**src/meter_regs_defines.svh**
```systemverilog
// offsets, bit positions, limits and reset values of the meter register bank
// assumes inclusion by the package and the checker module
`ifndef METER_REGS_DEFINES_SVH
`define METER_REGS_DEFINES_SVH

// -------------------------------------------------
// function codes and exception codes
// -------------------------------------------------
`define FC_RD_DISC  8'h02
`define FC_RD_HOLD  8'h03
`define FC_RD_INP   8'h04
`define FC_WR_ONE   8'h06
`define FC_WR_MANY  8'h10
`define EXC_FUNC    8'h01
`define EXC_ADDR    8'h02
`define EXC_VALUE   8'h03

// -------------------------------------------------
// word offsets
// -------------------------------------------------
`define OFS_STATUS  16'h00CD
`define OFS_OUTWORD 16'h00CF
`define OFS_INWORD  16'h00D1
`define OFS_ACK     16'hEA67
`define OFS_NOMI    16'hC34F
`define OFS_WIRING  16'hC351
`define OFS_VTUSED  16'hC353
`define OFS_PRIV    16'hC355
`define OFS_SECV    16'hC357
`define OFS_PRII    16'hC35B
`define OFS_SECI    16'hC35D
`define OFS_DIR     16'hC363
`define OFS_ENERGY  16'hC369
`define OFS_ACTION  16'hC373
`define OFS_SOURCE  16'hC375
`define OFS_RATIO   16'hC377
`define OFS_LENGTH  16'hC379
`define OFS_TMO     16'hC37B
`define OFS_DIVIDER 16'hC37D

// -------------------------------------------------
// discrete bit addresses
// -------------------------------------------------
`define DSC_PARAM   16'h006C
`define DSC_PULSEL  16'h006E
`define DSC_REBOOT  16'h006F
`define DSC_COUNTER 16'h0070
`define DSC_PULSE   16'h0075
`define DSC_MENU    16'h007D
`define DSC_VOLT    16'h007E
`define DSC_CURR    16'h007F
`define DSC_INPUT   16'h00C8
`define DSC_OUTPUT  16'h012C

// -------------------------------------------------
// status word bit positions
// -------------------------------------------------
`define BIT_MENU    25
`define BIT_VOLT    26
`define BIT_CURR    27
`define BIT_PASSWD  31
`define BIT_PULSE   17
`define BIT_PARAM   8
`define BIT_PULSEL  10
`define BIT_REBOOT  11
`define BIT_COUNTER 12

// -------------------------------------------------
// setting slots, limits and reset values
// -------------------------------------------------
`define NSET        15
`define IDX_NONE    4'hF
`define MAX_NOMI    32'h0001869F
`define MAX_PRIV    32'h000F423F
`define MAX_SECV    32'h000001E0
`define SECI_ALT    32'h00000005
`define MAX_DIR     32'h00000007
`define MAX_MODE    16'h0002
`define MAX_ACTION  32'h00000002
`define MAX_SOURCE  32'h00000003
`define MAX_RATIO   32'h00000FA0
`define MIN_LENGTH  32'h0000001E
`define MAX_LENGTH  32'h000001F4
`define MAX_TMO     32'h00004650
`define MAX_DIVIDER 32'h00000003
`define RST_ONE     32'h00000001
`define RST_ZERO    32'h00000000
`define RST_LATCHED 4'h4

`endif

```
**src/meter_regs_pkg.sv**
```systemverilog
// types shared by the meter register bank
// assumes the defines header sits in the same folder
`include "meter_regs_defines.svh"

package meter_regs_pkg;

  typedef logic [31:0] word_t;

  // output behaviour of digital output zero
  typedef enum logic [1:0] {ACT_NONE, ACT_SWITCH, ACT_PULSE} out_action_e;

  // energy quantity counted by the pulse output
  typedef enum logic [1:0] {SRC_IMP_P, SRC_EXP_P, SRC_IMP_Q, SRC_EXP_Q} pulse_src_e;

  // whole state of the register bank
  typedef struct packed {
    logic [`NSET-1:0][31:0] setting;
    logic [3:0]             latched;
    logic [4:0]             live;
    logic [2:0]             diSync;
    logic                   diLevel;
    logic                   doLevel;
    logic [9:0]             unitKwh;
    logic                   rspValid;
    logic                   rspExc;
    logic [7:0]             rspExcCode;
    logic [31:0]            rspData;
  } regs_s;

endpackage

```
**src/meter_status_settings_regs.sv**
```systemverilog
// status, diagnostics and settings register bank reached by Modbus requests
// assumes a frame layer hands over one decoded request per cycle and takes
// the registered answer one cycle later; status levels come from core_clk logic
`timescale 1ns/1ps

// Contract
// - output zero state in read-only word
// - input zero state in read-only word
// - live status bits follow their conditions
// - live pulse overload in word and bit
// - latched events stay set until acknowledged
// - only latched bits need acknowledgement
// - status word readable by both read codes
// - discrete read answers listed bit addresses
// - settings read both codes, written multiple
// - direction field three phase invert bits
// - output action none, switching or pulse
// - pulse source index zero to three
// - pulse ratio and length range limits
// - remote timeout, zero disables
// - divider index scales energy unit
// - acknowledge command clears latched bits
module meter_status_settings_regs
  import meter_regs_pkg::*;
(
  input  wire logic        core_clk,
  input  wire logic        arst_n,
  input  wire logic        reqValid,
  input  wire logic [7:0]  reqFunc,
  input  wire logic [15:0] reqAddr,
  input  wire logic [31:0] reqData,
  output logic             rspValid,
  output logic             rspExc,
  output logic [7:0]       rspExcCode,
  output logic [31:0]      rspData,
  input  wire logic        digitalInputZero,
  input  wire logic        digitalOutputZero,
  input  wire logic        cfgMenuActive,
  input  wire logic        voltOverload,
  input  wire logic        currOverload,
  input  wire logic        busPasswordOn,
  input  wire logic        pulseOverload,
  input  wire logic        countersChangedEvt,
  output logic [31:0]      nominalRange,
  output logic             wiringType,
  output logic             vtUsed,
  output logic [31:0]      primaryVoltage,
  output logic [8:0]       secondaryVoltage,
  output logic [31:0]      primaryCurrent,
  output logic [2:0]       secondaryCurrent,
  output logic [2:0]       phaseInvert,
  output logic [1:0]       energyModeKvarh,
  output logic [1:0]       energyModeKwh,
  output out_action_e      outputAction,
  output pulse_src_e       pulseSource,
  output logic [11:0]      pulseRatio,
  output logic [8:0]       pulseLength,
  output logic [14:0]      remoteTimeout,
  output logic [1:0]       pulseDivider,
  output logic [9:0]       pulseUnitKwh
);

  // -------------------------------------------------
  // setting slot map
  // -------------------------------------------------
  // slot 0  nominal current display range
  // slot 1  wiring type, 0 four wire, 1 three wire
  // slot 2  voltage transformer in use
  // slot 3  primary voltage
  // slot 4  secondary voltage
  // slot 5  primary current, no upper limit
  // slot 6  secondary current, 1 or 5 only
  // slot 7  phase polarity bits
  // slot 8  energy modes, high half reactive
  // slot 9  output zero action
  // slot 10 pulse source index
  // slot 11 pulses per energy unit
  // slot 12 pulse length
  // slot 13 remote timeout in seconds
  // slot 14 energy unit divider index
  // every slot is one whole word at its base
  // offset; the even offset above it is unmapped

  // -------------------------------------------------
  // status word map
  // -------------------------------------------------
  // bit 31 bus password protection, live
  // bit 27 current overload, live
  // bit 26 voltage overload, live
  // bit 25 configuration menu, live
  // bit 17 pulse output overload, live
  // bit 12 counters changed, latched
  // bit 11 device rebooted, latched
  // bit 10 pulse output overload, latched
  // bit 8  parameters changed, latched
  // live bits lag their inputs by one cycle;
  // latched bits clear only by acknowledge or reset

  // -------------------------------------------------
  // acknowledge mask
  // -------------------------------------------------
  // data bit 0 parameters changed
  // data bit 1 pulse overload
  // data bit 2 rebooted
  // data bit 3 counters changed
  // a zero mask acknowledges every flag

  // -------------------------------------------------
  // decode helpers
  // -------------------------------------------------

  // setting slot of a word offset, none when unmapped
  function automatic logic [3:0] setIdx(input logic [15:0] a);
    case (a)
      `OFS_NOMI:    setIdx = 4'h0;
      `OFS_WIRING:  setIdx = 4'h1;
      `OFS_VTUSED:  setIdx = 4'h2;
      `OFS_PRIV:    setIdx = 4'h3;
      `OFS_SECV:    setIdx = 4'h4;
      `OFS_PRII:    setIdx = 4'h5;
      `OFS_SECI:    setIdx = 4'h6;
      `OFS_DIR:     setIdx = 4'h7;
      `OFS_ENERGY:  setIdx = 4'h8;
      `OFS_ACTION:  setIdx = 4'h9;
      `OFS_SOURCE:  setIdx = 4'hA;
      `OFS_RATIO:   setIdx = 4'hB;
      `OFS_LENGTH:  setIdx = 4'hC;
      `OFS_TMO:     setIdx = 4'hD;
      `OFS_DIVIDER: setIdx = 4'hE;
      default:      setIdx = `IDX_NONE;
    endcase
  endfunction

  // legal value window of each setting
  function automatic logic inRange(input logic [3:0] i, input logic [31:0] v);
    case (i)
      4'h0:    inRange = (v != `RST_ZERO) && (v <= `MAX_NOMI);
      4'h1:    inRange = (v <= `RST_ONE);
      4'h2:    inRange = (v <= `RST_ONE);
      4'h3:    inRange = (v != `RST_ZERO) && (v <= `MAX_PRIV);
      4'h4:    inRange = (v != `RST_ZERO) && (v <= `MAX_SECV);
      4'h5:    inRange = (v != `RST_ZERO);
      4'h6:    inRange = (v == `RST_ONE) || (v == `SECI_ALT);
      4'h7:    inRange = (v <= `MAX_DIR);
      4'h8:    inRange = (v[31:16] <= `MAX_MODE) && (v[15:0] <= `MAX_MODE);
      4'h9:    inRange = (v <= `MAX_ACTION);
      4'hA:    inRange = (v <= `MAX_SOURCE);
      4'hB:    inRange = (v != `RST_ZERO) && (v <= `MAX_RATIO);
      4'hC:    inRange = (v >= `MIN_LENGTH) && (v <= `MAX_LENGTH);
      4'hD:    inRange = (v <= `MAX_TMO);
      4'hE:    inRange = (v <= `MAX_DIVIDER);
      default: inRange = 1'b0;
    endcase
  endfunction

  // reset contents of each setting
  function automatic logic [31:0] setDefault(input int i);
    case (i)
      0, 3, 4, 5, 6, 11: setDefault = `RST_ONE;
      12:                setDefault = `MIN_LENGTH;
      default:           setDefault = `RST_ZERO;
    endcase
  endfunction

  // -------------------------------------------------
  // state
  // -------------------------------------------------
  regs_s q;
  regs_s d;
  logic  [31:0] statusWord;
  logic  [3:0]  wrIdx;
  logic  [3:0]  rdIdx;

  // device status and diagnostics word
  always_comb begin
    statusWord               = '0;
    statusWord[`BIT_MENU]    = q.live[1];
    statusWord[`BIT_VOLT]    = q.live[2];
    statusWord[`BIT_CURR]    = q.live[3];
    statusWord[`BIT_PASSWD]  = q.live[4];
    statusWord[`BIT_PULSE]   = q.live[0];
    statusWord[`BIT_PARAM]   = q.latched[0];
    statusWord[`BIT_PULSEL]  = q.latched[1];
    statusWord[`BIT_REBOOT]  = q.latched[2];
    statusWord[`BIT_COUNTER] = q.latched[3];
  end

  assign wrIdx = setIdx(reqAddr);
  assign rdIdx = wrIdx;

  // -------------------------------------------------
  // next state
  // -------------------------------------------------
  always_comb begin
    logic [3:0] setEv;
    logic [3:0] clrEv;
    d          = q;
    setEv      = '0;
    clrEv      = '0;
    d.rspValid = 1'b0;

    // input pin filter, counts once second and third stages agree
    d.diSync = {q.diSync[1:0], digitalInputZero};
    if (q.diSync[1] == q.diSync[2]) begin
      d.diLevel = q.diSync[2];
    end
    d.doLevel = digitalOutputZero;

    // live bits sampled each cycle, no acknowledge
    d.live = {busPasswordOn,
              currOverload,
              voltOverload,
              cfgMenuActive,
              pulseOverload};

    setEv[1] = pulseOverload & ~q.live[0];
    setEv[3] = countersChangedEvt;

    if (reqValid) begin
      d.rspValid   = 1'b1;
      d.rspExc     = 1'b0;
      d.rspExcCode = '0;
      d.rspData    = '0;
      case (reqFunc)
        `FC_RD_DISC: begin
          case (reqAddr)
            `DSC_PARAM:   d.rspData[0] = q.latched[0];
            `DSC_PULSEL:  d.rspData[0] = q.latched[1];
            `DSC_REBOOT:  d.rspData[0] = q.latched[2];
            `DSC_COUNTER: d.rspData[0] = q.latched[3];
            `DSC_PULSE:   d.rspData[0] = q.live[0];
            `DSC_MENU:    d.rspData[0] = q.live[1];
            `DSC_VOLT:    d.rspData[0] = q.live[2];
            `DSC_CURR:    d.rspData[0] = q.live[3];
            `DSC_INPUT:   d.rspData[0] = q.diLevel;
            `DSC_OUTPUT:  d.rspData[0] = q.doLevel;
            default: begin
              d.rspExc     = 1'b1;
              d.rspExcCode = `EXC_ADDR;
            end
          endcase
        end
        // status word by either read code
        `FC_RD_HOLD, `FC_RD_INP: begin
          if (reqAddr == `OFS_STATUS) begin
            d.rspData = statusWord;
          end else if (reqAddr == `OFS_OUTWORD) begin
            d.rspData = {31'h00000000, q.doLevel};
          end else if (reqAddr == `OFS_INWORD) begin
            d.rspData = {31'h00000000, q.diLevel};
          end else if (rdIdx != `IDX_NONE) begin
            d.rspData = q.setting[rdIdx];
          end else begin
            d.rspExc     = 1'b1;
            d.rspExcCode = `EXC_ADDR;
          end
        end
        `FC_WR_ONE: begin
          if (reqAddr == `OFS_ACK) begin
            clrEv = (reqData[3:0] == 4'h0) ? 4'hF : reqData[3:0];
          end else begin
            d.rspExc     = 1'b1;
            d.rspExcCode = (wrIdx != `IDX_NONE) ? `EXC_FUNC : `EXC_ADDR;
          end
        end
        // settings written by write multiple only
        `FC_WR_MANY: begin
          if (wrIdx == `IDX_NONE) begin
            d.rspExc     = 1'b1;
            d.rspExcCode = (reqAddr == `OFS_ACK) ? `EXC_FUNC : `EXC_ADDR;
          end else if (!inRange(wrIdx, reqData)) begin
            d.rspExc     = 1'b1;
            d.rspExcCode = `EXC_VALUE;
          end else begin
            d.setting[wrIdx] = reqData;
            setEv[0]         = 1'b1;
          end
        end
        default: begin
          d.rspExc     = 1'b1;
          d.rspExcCode = `EXC_FUNC;
        end
      endcase
    end

    // set wins over a clear in the same cycle
    d.latched = (q.latched & ~clrEv) | setEv;

    case (d.setting[14][1:0])
      2'h0:    d.unitKwh = 10'h001;
      2'h1:    d.unitKwh = 10'h00A;
      2'h2:    d.unitKwh = 10'h064;
      default: d.unitKwh = 10'h3E8;
    endcase
  end

  // -------------------------------------------------
  // registers
  // -------------------------------------------------

  // live bits clear, reboot flag set at restart
  always_ff @(posedge core_clk or negedge arst_n) begin
    if (!arst_n) begin
      q         <= '0;
      q.latched <= `RST_LATCHED;
      q.unitKwh <= 10'h001;
      for (int i = 0; i < `NSET; i++) begin
        q.setting[i] <= setDefault(i);
      end
    end else begin
      q <= d;
    end
  end

  // -------------------------------------------------
  // outputs
  // -------------------------------------------------

  // answer to the request of the previous cycle
  assign rspValid   = q.rspValid;
  assign rspExc     = q.rspExc;
  assign rspExcCode = q.rspExcCode;
  assign rspData    = q.rspData;

  // wiring and transformer settings; secondary voltage
  // and current narrowed to the widths that their ranges need
  assign nominalRange     = q.setting[0];
  assign wiringType       = q.setting[1][0];
  assign vtUsed           = q.setting[2][0];
  assign primaryVoltage   = q.setting[3];
  assign secondaryVoltage = q.setting[4][8:0];
  assign primaryCurrent   = q.setting[5];
  assign secondaryCurrent = q.setting[6][2:0];
  assign phaseInvert      = q.setting[7][2:0];
  // energy modes, one per half word
  assign energyModeKvarh  = q.setting[8][17:16];
  assign energyModeKwh    = q.setting[8][1:0];
  assign outputAction     = out_action_e'(q.setting[9][1:0]);
  assign pulseSource      = pulse_src_e'(q.setting[10][1:0]);
  assign pulseRatio       = q.setting[11][11:0];
  assign pulseLength      = q.setting[12][8:0];
  assign remoteTimeout    = q.setting[13][14:0];
  // divider index and its registered unit
  assign pulseDivider     = q.setting[14][1:0];
  assign pulseUnitKwh     = q.unitKwh;

endmodule

```
**config.mk**
```make
export PLATFORM = sky130hd
export DESIGN_NAME = meter_status_settings_regs
export DESIGN_NICKNAME = d
export VERILOG_FILES = /design/src/meter_regs_pkg.sv /design/src/meter_status_settings_regs.sv
export VERILOG_INCLUDE_DIRS = /design/src
export SDC_FILE = /design/constraint.sdc
export NUM_CORES = 1
export LEC_CHECK = 0
export BUFFER_PORTS_ARGS = -buffer_cell sky130_fd_sc_hd__buf_2
export CAP_MARGIN = 30
export CELL_PAD_IN_SITES_DETAIL_PLACEMENT = 1
export CELL_PAD_IN_SITES_GLOBAL_PLACEMENT = 2
export CORE_MARGIN = 1
export CORE_UTILIZATION = 30
export CTS_BUF_LIST = sky130_fd_sc_hd__clkbuf_8 sky130_fd_sc_hd__clkbuf_16
export DETAILED_ROUTE_END_ITERATION = 10
export PLACE_DENSITY_LB_ADDON = 0.1
export REMOVE_ABC_BUFFERS = 1
export SKIP_CTS_REPAIR_TIMING = 1
export SLEW_MARGIN = 20
export SYNTH_ARGS = -nofsm -noshare
export SYNTH_HDL_FRONTEND = slang
export SYNTH_SLANG_ARGS = --single-unit
```
**constraint.sdc**
```tcl
create_clock -name core_clk -period 1.6 [get_ports core_clk]
set_input_delay 0.08 -clock core_clk [delete_from_list [all_inputs] [get_ports core_clk]]
set_output_delay 0.08 -clock core_clk [all_outputs]
set_load 0.01 [all_outputs]
```
; ---- After elaboration in Yosys (flattened, before gate mapping)
; Cells that the tools add are included.
[word_totals]
register_bits = 546
in_bits = 67
output_inout_bits = 211
wordCells = 161
[classes]
magnitude_cmp = 15
eq_ne = 55
n_mux = 42
bitwise_logic = 6
reduce_logical = 17
[op_table]
columns = cell, n
row1 = two-way mux 450 bit, 4
row2 = bitwise mux 480 bit, 1
row3 = equality test 16 bit (second input constant), 16
row4 = two-way mux 32 bit, 6
row5 = binary-select mux 32 bit (select 4 bit), 1
row6 = demux 32 bit (select 4 bit), 1
row7 = equality test 16 x 7 -> 1 bit (second input constant), 8
row8 = two-way mux 9 bit, 8
row9 = equality test 16 x 8 -> 1 bit (second input constant), 4
row10 = less-or-equal comparator 32 x 2 -> 1 bit (second input constant), 2
row11 = less-or-equal comparator 32 x 9 -> 1 bit (second input constant), 2
row12 = one-hot mux 4 bit (15 select lines), 1
row13 = two-way mux 42 bit, 1
row14 = one-hot mux 9 bit (4 select lines), 1
row15 = equality test 32 x 1 -> 1 bit (second input constant), 1
row16 = equality test 32 x 3 -> 1 bit (second input constant), 1
row17 = equality test 4 bit (second input constant), 8
row18 = greater-or-equal comparator 32 x 5 -> 1 bit (second input constant), 1
row19 = less-or-equal comparator 16 x 2 -> 1 bit (second input constant), 2
row20 = less-or-equal comparator 32 x 1 -> 1 bit (second input constant), 1
row21 = less-or-equal comparator 32 x 12 -> 1 bit (second input constant), 1
row22 = less-or-equal comparator 32 x 15 -> 1 bit (second input constant), 1
row23 = less-or-equal comparator 32 x 17 -> 1 bit (second input constant), 1
row24 = less-or-equal comparator 32 x 20 -> 1 bit (second input constant), 1
row25 = 35 further kinds, 61

; ---- Logic depth before layout (Yosys ltp)
; Gate-level depths: netlist (run 1).
[logic_depth]
ltp_word = 14
depth_mapped = 13
mapped_depth_nobuf = 8

; ---- Worst setup path after synthesis (run 1)
; OpenSTA, ideal clock, no wires.
[synth_timing]
kind = input-to-reg
start = in reqAddr[5]
end = reg q (netlist bit pulseRatio[10])
setup_ns = 0.128
arrival_time_ns = 2.960
path_slack_ns = -1.488
path_stages = 10
n_path_buf = 3
path_cell_list = buf_2 or3b_1 a2111oi_4 a2111oi_4 a221oi_2 o311ai_2 buf_2 o21ai_2 buf_2 mux2_1
[synth_via]
elab_chain_len = 9
[synth_rtl]
columns = element, line_no
row1 = "start, declared", meter_status_settings_regs.sv:30  ; input wire logic [15:0] reqAddr,
row2 = equality test 16 bit, meter_status_settings_regs.sv:114  ; case (a)
row3 = one-hot mux 4 bit (15 select lines) (*), meter_status_settings_regs.sv:114
row4 = equality test 4 bit (tied with other cells), meter_status_settings_regs.sv:136  ; case (i)
row5 = OR reduction 2 bit (no source line), n/a
row6 = one-hot mux 1 bit (13 select lines), meter_status_settings_regs.sv:136
row7 = two-way mux 1 bit, meter_status_settings_regs.sv:268  ; if (wrIdx == `IDX_NONE) begin
row8 = two-way mux 1 bit, meter_status_settings_regs.sv:224  ; case (reqFunc)
row9 = two-way mux 1 bit, meter_status_settings_regs.sv:219  ; if (reqValid) begin
row10 = AND reduction 4 bit (no source line), n/a
row11 = "end, declared", meter_status_settings_regs.sv:168  ; regs_s q;
; Mark *: on every way between the ends. The rest lies on a longest branch, timed or not. The select of a mux whose other input is x is not followed.
; A chain may end at the register's enable or synchronous reset.

; ---- Worst setup path after layout (run 1)
[layout_timing]
start = in reqData[11]
end = reg q (netlist bit primaryVoltage[3])
[layout_via]
elab_chain_len = 7
[layout_rtl]
columns = element, line_no
row1 = "start, declared", meter_status_settings_regs.sv:31  ; input wire logic [31:0] reqData,
row2 = greater-or-equal comparator 32 x 5 -> 1 bit (no source line) (tied with other cells), n/a
row3 = logical AND 1 bit (tied with other cells), meter_status_settings_regs.sv:149  ; 4'hC: inRange = (v >= `MIN_LENGTH) && (v <= `MAX_LENGTH);
row4 = one-hot mux 1 bit (13 select lines) (*), meter_status_settings_regs.sv:136
row5 = two-way mux 1 bit (*), meter_status_settings_regs.sv:268
row6 = two-way mux 1 bit (*), meter_status_settings_regs.sv:224
row7 = two-way mux 1 bit (*), meter_status_settings_regs.sv:219
row8 = AND reduction 4 bit (no source line) (*), n/a
; Marks and branches as above.

==> results of run 1 <==
-- tightest hold or removal path, cell delays in order --
cell,delay (ps)
buf_2,110
buf_4,220
nand2b_1,110
mux2i_1,60
-- final cells by class --
type | count | area share [%]
Tap cell | 1050 | 4.03
Clock buffer | 82 | 5.63
Timing Repair Buffer | 708 | 18.6
Inverter | 28 | 0.322
Multi-Input combinational cell | 1285 | 29.4
Sequential cell | 535 | 41.1
Antenna cell | 3 | 0.0230
Clock inverter | 32 | 0.970
-- registers in the layout, summed over array words and instances (netlist names), 6 cells and up --
name	count
q	333
nominalRange	32
primaryCurrent	32
primaryVoltage	32
rspData	32
remoteTimeout	15
pulseRatio	12
pulseLength	9
secondaryVoltage	9
pulseUnitKwh	6
-- metrics by stage --
step / power [mW] / TNS, ps / worst slack (ps) / utilization (%) / hold WS, ps
6_report: 29.7 / -524530 / -1210 / 41.0 / 0.126
4_1_cts: 30.0 / -674420 / -1550 / 38.5 / -677
2_1_floorplan: 14.0 / -4217740 / -8900 / - / -216
5_1_grt: 30.6 / -541880 / -1220 / 41.0 / 10.8
3_3_place_gp: 15.0 / -1003510 / -2180 / 35.8 / 3.18
3_5_place_dp: 15.0 / -1020380 / -2260 / 35.8 / -3.91
-- placed cells by master, fill, tap and decap left out, drive strengths merged, types with 14 or more instances in the layout --
cell type / n
a211oi: 14
a21oi: 126
a221oi: 15
and2: 351
buf: 664
clkbuf: 96
clkinv: 16
dfrtp: 523
dlygate4sd3: 30
inv: 37
mux2: 148
nand2: 32
nor2: 62
nor2b: 16
nor3: 26
o21ai: 65
o22ai: 250
-- per-layer routing --
layer / vias to the layer above / global-route usage, % / part of all wire [%]
li1: 8441 / - / -
met1: 10200 / 34.2 / 47
met2: 486 / 37.8 / 46
met3: 105 / 3.00 / 4.4
met4: 0 / 4.55 / 2.0
met5: - / 0 / 0
-- report_power, final --
| group | switching (mW) | internal [mW] |
|---|---|---|
| Combinational | 0.797 | 0.476 |
| Sequential | 0.0129 | 13.5 |
| Clock | 5.94 | 8.96 |
-- worst max path at each step --
stage                            from                        endpoint  slack (ps)  depth (start not counted)
after floorplan            reqAddr[1]  primaryCurrent[10]$_DFFE_PN0P_       -8900                          8
after global placement     reqData[6]    energyModeKwh[1]$_DFFE_PN0P_       -2180                         10
after detailed placement   reqData[7]    energyModeKwh[1]$_DFFE_PN0P_       -2260                         10
after CTS                  reqData[7]    energyModeKwh[1]$_DFFE_PN0P_       -1550                         10
after global routing       reqData[5]    nominalRange[14]$_DFFE_PN0P_       -1220                         13
final                     reqData[11]   primaryVoltage[3]$_DFFE_PN0P_       -1210                         13
-- kinds of logic after synthesis --
logic type / after synthesis / synth area share, %
flops: 535 / 55.2
xor+xnor: 3 / 0.108
simple gates: 579 / 14.1
other cells: 1 / 0.0155
compound gates: 542 / 14.1
mux: 152 / 7.03
fa+ha+maj: 1 / 0.0412
buf+inv: 391 / 9.35
==> summary.md, run 1 <==
| Metric | Value |
|---|---|
| List of most frequent post-synthesis cells | dfrtp_1, and2_1, o22ai_1, buf_4, a21oi_1 |
| Synth async-reset ratio | 100% |
| Die Y | 286 um |
| Clk sinks | 535 |
| Top-count cell post-synth | dfrtp_1 |
| Hold_sp | reqData[0] |
| Tot GR Track Use | 23.6% |
| Static leakage | 16.4 nW |
| Post-detail-place hpwl | 68000 um |
| Sequential share of the synthesized area | 55.2% |
| Avg Cell Area, Syn | 11.0 um^2 |
| Drc violations | 0 |
| Post-synth EDFFs | 0 |
| Type of origin of the critical path | input port |
| Reg2reg end | rspData[0]$_DFFE_PN0P_ |
| Via/cell ratio | 5.17 |
| Worst vdd ir | 0.828 mV |
| Highest clock rate | 0.356 GHz |
| CTS Buf Count | 61 |
| Slew headroom | 57.8% |
| Row count | 103 |
| Drt pass-1 iters | 5 |
| Largest stage delay on the critical path | 570 ps |
| CP max stage cell | or4_4 |
| Top cell type's share of synthesized area | 53.9% |
| Reg2Reg Depth | 7 |
| Area growth, synth to finish | 34.4% |
| Post-synthesis sequential element count | 535 |
| Register area | 13400 um^2 |
| Avg WL per Cell | 27.4 um |
| Worst slew pin tran | 632 ps |
| Post-route cell area | 32600 um^2 |
| First-pass GRT wire length | 145000 um |
| Final wirelength | 102000 um |
| Initial antenna violation count | 6 |
| Worst skew pair latency | 630 ps |
| Post-synthesis cell area | 24300 um^2 |
| Routed vias | 19300 |
| Core Area | 79500 um^2 |
| CP Capture Type | flip-flop |
| Worst-path clk slew | 60 ps |
| Multi-input logic area | 9590 um^2 |
| Width of the die | 286 um |
| Final min period | 2810 ps |
| Hold Crit Class | input port to flip-flop |
| Io pins | 278 |
| Hold depth | 4 |
| Overflow after GRT | 0 |
| Setup CP Type | input port to flip-flop |
| Hold EP | pulseUnitKwh[1]$_DFF_PN0_ |
| H-tree levels | 2 |
| Status | complete, but fails checks |
| CP Max Fanout | 6 |
| CP cell instances | buf_2 -> or4_4 -> or4_4 -> nor3_4 -> o32ai_4 -> a211oi_2 -> buf_4 -> o311ai_4 -> buf_12 -> o21ai_4 -> buf_12 -> clkbuf_16 -> mux2_2 |
| Ys Warns | 0 |
| Largest net degree at the start of global routing | 53 |
| RePlAce Congestion | 0.860 |
| CP Buf/Inv Count | 5 |
| Final hold vios | 0 |
| RSZ-0062 raised after global routing | true |
| Filler Cell Count | 8470 |
| Worst Skew | 25.7 ps |
| Slew Viols, Final | 0 |
| Fin cells | 3723 |
| CTS tree | built |
| DR iter-0 viols | 1204 |
| Port buffer count | 270 |
| Final Worst Setup Slack | -1210 ps |
| Clk buf depth | 3 |
| Initial core utilization | 30.5% |
| Arr. time, crit path | 3320 ps |
| Cell family with most CP delay | simple AND/OR/NAND/NOR gates |
| CP required | 2110 ps |
| Nets | 2686 |
| CTS root buffer | clkbuf_16 |
| Final setup fails | 523 |
| Ranking of synthesized cells by area | dfrtp_1, and2_1, o22ai_1, buf_4, mux2_2 |
| Maxcap violations | 0 |
| Mapped Cells | 2204 |
| Post-synthesis cell type count | 73 |
| PD cells | 911 nW/um^2 |
| DIE AREA | 82000 um^2 |
| Vias in the first global route | 20800 |
| Reg2Reg Setup Slack | -150 ps |
| Synth area leader | dfrtp_1 |
| Period utilization | 176% |
| Dpl cells | 3515 |
| Failing checks | negative setup slack |
| Share of post-route cells with drive strength above 1 | 40.0% |
| DRT antenna net count | 0 |
| R2R Path Start | q[63]$_DFF_PN0_ |
| Post-DP Area | 28500 um^2 |
| Predominant post-synthesis flop cell | dfrtp_1 |
Note: power is estimated with default switching activity, not from simulation.
==> run 2: changes to the inputs <==
- CTS_BUF_LIST: sky130_fd_sc_hd__clkbuf_8 sky130_fd_sc_hd__clkbuf_16 -> not set
- clock period: 1.6 -> 2.3 ns (I/O delays scaled with it)
==> run 2 against run 1 <==
  * The flow still finishes with violations (negative setup slack)
  * Sequential share of layout area increased by 1.2 points
  * Register-to-register slack improved by 630 ps
  * Die area unchanged
  * Core utilization shrank 1.2 points
  * First-iteration DRC count is 7.2% lower
  * Power shrank 30%
  * Count of clock-buffer cells in the layout increased by 20
  * Hold slack improved by 2.3 ps
  * Global-route usage down 0.23 points
  * Critical path depth up 2
  * Via count is 1.4% lower
  * Sequential power decreased by 31%
  * Critical endpoint is now q[343]$_DFFE_PN0P_
  * Largest cell class unchanged
==> summary.md, run 2 (synthesized netlist as in run 1, its figures left out) <==
| Metric | Value |
|---|---|
| Final setup fails | 518 (was 523) |
| Overflow after GRT | 0 (unchanged) |
| Status | complete, but fails checks (unchanged) |
| Avg WL per Cell | 27.0 um (was 27.4 um) |
| Psw | 4.95 mW (was 6.75 mW) |
| CTS root buffer | clkbuf_16 (unchanged) |
| Core Area | 79500 um^2 (unchanged) |
| Largest register by flop count | q (unchanged) |
| Static leakage | 15.8 nW (was 16.4 nW) |
| PD cells | 660 nW/um^2 (was 911 nW/um^2) |
| Tot GR Track Use | 23.4% (was 23.6%) |
| Post-DP Area | 28100 um^2 (was 28500 um^2) |
| Commonest non-fill, non-tap cell in the layout | dfrtp_1 (unchanged) |
| Max FFs per register | 333 (unchanged) |
| Fin cells | 3683 (was 3723) |
| Die Y | 286 um (unchanged) |
| Vias in the first global route | 20100 (was 20800) |
| Core Util, Final | 39.9% (was 41.0%) |
| Port buffer count | 270 (unchanged) |
| Failing checks | negative setup slack (unchanged) |
| DIE AREA | 82000 um^2 (unchanged) |
| Largest net degree at the start of global routing | 100 (was 53) |
| H-tree levels | 3 (was 2) |
| Width of the die | 286 um (unchanged) |
| Area growth, synth to finish | 30.7% (was 34.4%) |
| RSZ-0062 raised after global routing | true (unchanged) |
| Type of origin of the critical path | input port (unchanged) |
| Period utilization | 123% |
| Final setup TNS | -191990 ps (was -524530 ps) |
| Final min period | 2820 ps |
| CP Max Fanout | 7 (was 6) |
| First-pass GRT wire length | 141000 um (was 145000 um) |
| Row count | 103 (unchanged) |
| RePlAce Congestion | 0.853 (was 0.860) |
| DR iter-0 viols | 1117 (was 1204) |
| Setup CP Type | input port to flip-flop (unchanged) |
| Worst skew pair latency | 630 ps (about the same) |
| Final wirelength | 99500 um (was 102000 um) |
| CTS tree | built (unchanged) |
| Arr. time, crit path | 3320 ps (about the same) |
| CTS Buf Count | 67 (was 61) |
| Most frequent cells in the layout | dfrtp_1, and2_1, buf_4, buf_2, o22ai_1 (was dfrtp_1, buf_4, and2_1, buf_2, o22ai_1) |
| CP Capture Type | flip-flop (unchanged) |
| Worst-path clk slew | 60 ps (about the same) |
| Worst Skew | 41.9 ps (was 25.7 ps) |
| Clk sinks | 535 (unchanged) |
| Post-detail-place hpwl | 66300 um (was 68000 um) |
| CP required | 2810 ps (was 2110 ps) |
| Worst slew pin tran | 763 ps (was 632 ps) |
| Clk pwr share | 51.0% (was 50.1%) |
| Internal power | 16.0 mW (was 23.0 mW) |
| Initial antenna violation count | 9 (was 6) |
| Dpl cells | 3477 (was 3515) |
| Io pins | 278 (unchanged) |
| Slew headroom | 49.1% (was 57.8%) |
| Clk buf depth | 3 (unchanged) |
| Final Worst Setup Slack | -519 ps (was -1210 ps) |
| Initial core utilization | 30.5% (unchanged) |
| Min Hold Slack | 2.45 ps (was 0.126 ps) |
| Final hold vios | 0 (unchanged) |
| Drt pass-1 iters | 5 (unchanged) |
| Part of the power in registers | 45.1% (was 45.6%) |
| Hold Crit Class | input port to flip-flop (unchanged) |
| Maxcap violations | 0 (unchanged) |
| Via/cell ratio | 5.16 (was 5.17) |
| Drc violations | 0 (unchanged) |
| Worst vdd ir | 0.447 mV (was 0.828 mV) |
| Slew Viols, Final | 0 (unchanged) |
| Share of post-route cells with drive strength above 1 | 35.6% (was 40.0%) |
| DRT antenna net count | 0 (unchanged) |
| Logic pwr share | 3.9% (was 4.3%) |
| Switching Share | 23.6% (was 22.7%) |
| Routed vias | 19000 (was 19300) |
| Highest clock rate | 0.355 GHz |
| Nets | 2644 (was 2686) |
| Post-route cell area | 31700 um^2 (was 32600 um^2) |
run 2: routing by layer:
layer  GRT usage (%)  wire, um  share of wire [%]  vias to the layer above
li1                -         -                  -                     8361
met1            33.3     47000                 47                    10000
met2            36.2     45800                 46                      472
met3            4.08      4400                4.4                      129
met4            6.94      2230                2.2                        4
met5               0        27              0.027                        -
run 2: worst max-delay path: stages:
cell and delay [ps]:
buf_6 90, or4_4 610, or4_4 550, or2_4 270, buf_4 160, nor4b_4 240
nand3_2 130, o311ai_4 170, buf_12 170, buf_12 130, o21ai_4 90, buf_12 170
buf_4 140, buf_12 120, and2_1 150
run 2: power by group through the flow:
stage               Combinational [mW]  Clock, mW  Sequential (mW)
finish                           0.814       10.7             9.44
global route                     0.888       11.3             9.43
CTS                              0.755       10.9             9.44
detailed placement               0.751          0             9.61
global placement                 0.739          0             9.61
floorplan                        0.106          0             9.60
run 2: worst paths after layout:
kind / start / end / slack, ps / depth (start not counted)
worst min register to register: d[55]$_DFF_PN0_ / d[56]$_DFF_PN0_ / 370 / 0
worst max register to register: q[63]$_DFF_PN0_ / rspData[0]$_DFFE_PN0P_ / 480 / 7
min in group asynchronous: arst_n / nominalRange[24]$_DFFE_PN0P_ / 530 / 3
worst max-delay path: reqData[12] / q[343]$_DFFE_PN0P_ / -520 / 15
worst min-delay path: reqData[15] / primaryCurrent[15]$_DFFE_PN0P_ / 2 / 3
max in group asynchronous: arst_n / q[64]$_DFF_PN1_ / 710 / 5
run 2: final cells by class:
type / instances / area [um^2]
timing repair buffer: 661 / 5380
clock inverter: 21 / 228
tap: 1050 / 1310
multi-input combinational: 1284 / 9290
fill: 8526 / 47800
antenna: 2 / 5.00
clock buffer: 102 / 2000
inverter: 28 / 105
sequential: 535 / 13400
run 2: per-stage QoR:
stage	power [mW]	worst slack, ps
finish	20.9	-519
global route	21.7	-569
CTS	21.1	-1110
detailed placement	10.4	-1770
global placement	10.3	-1750
floorplan	9.71	-8240
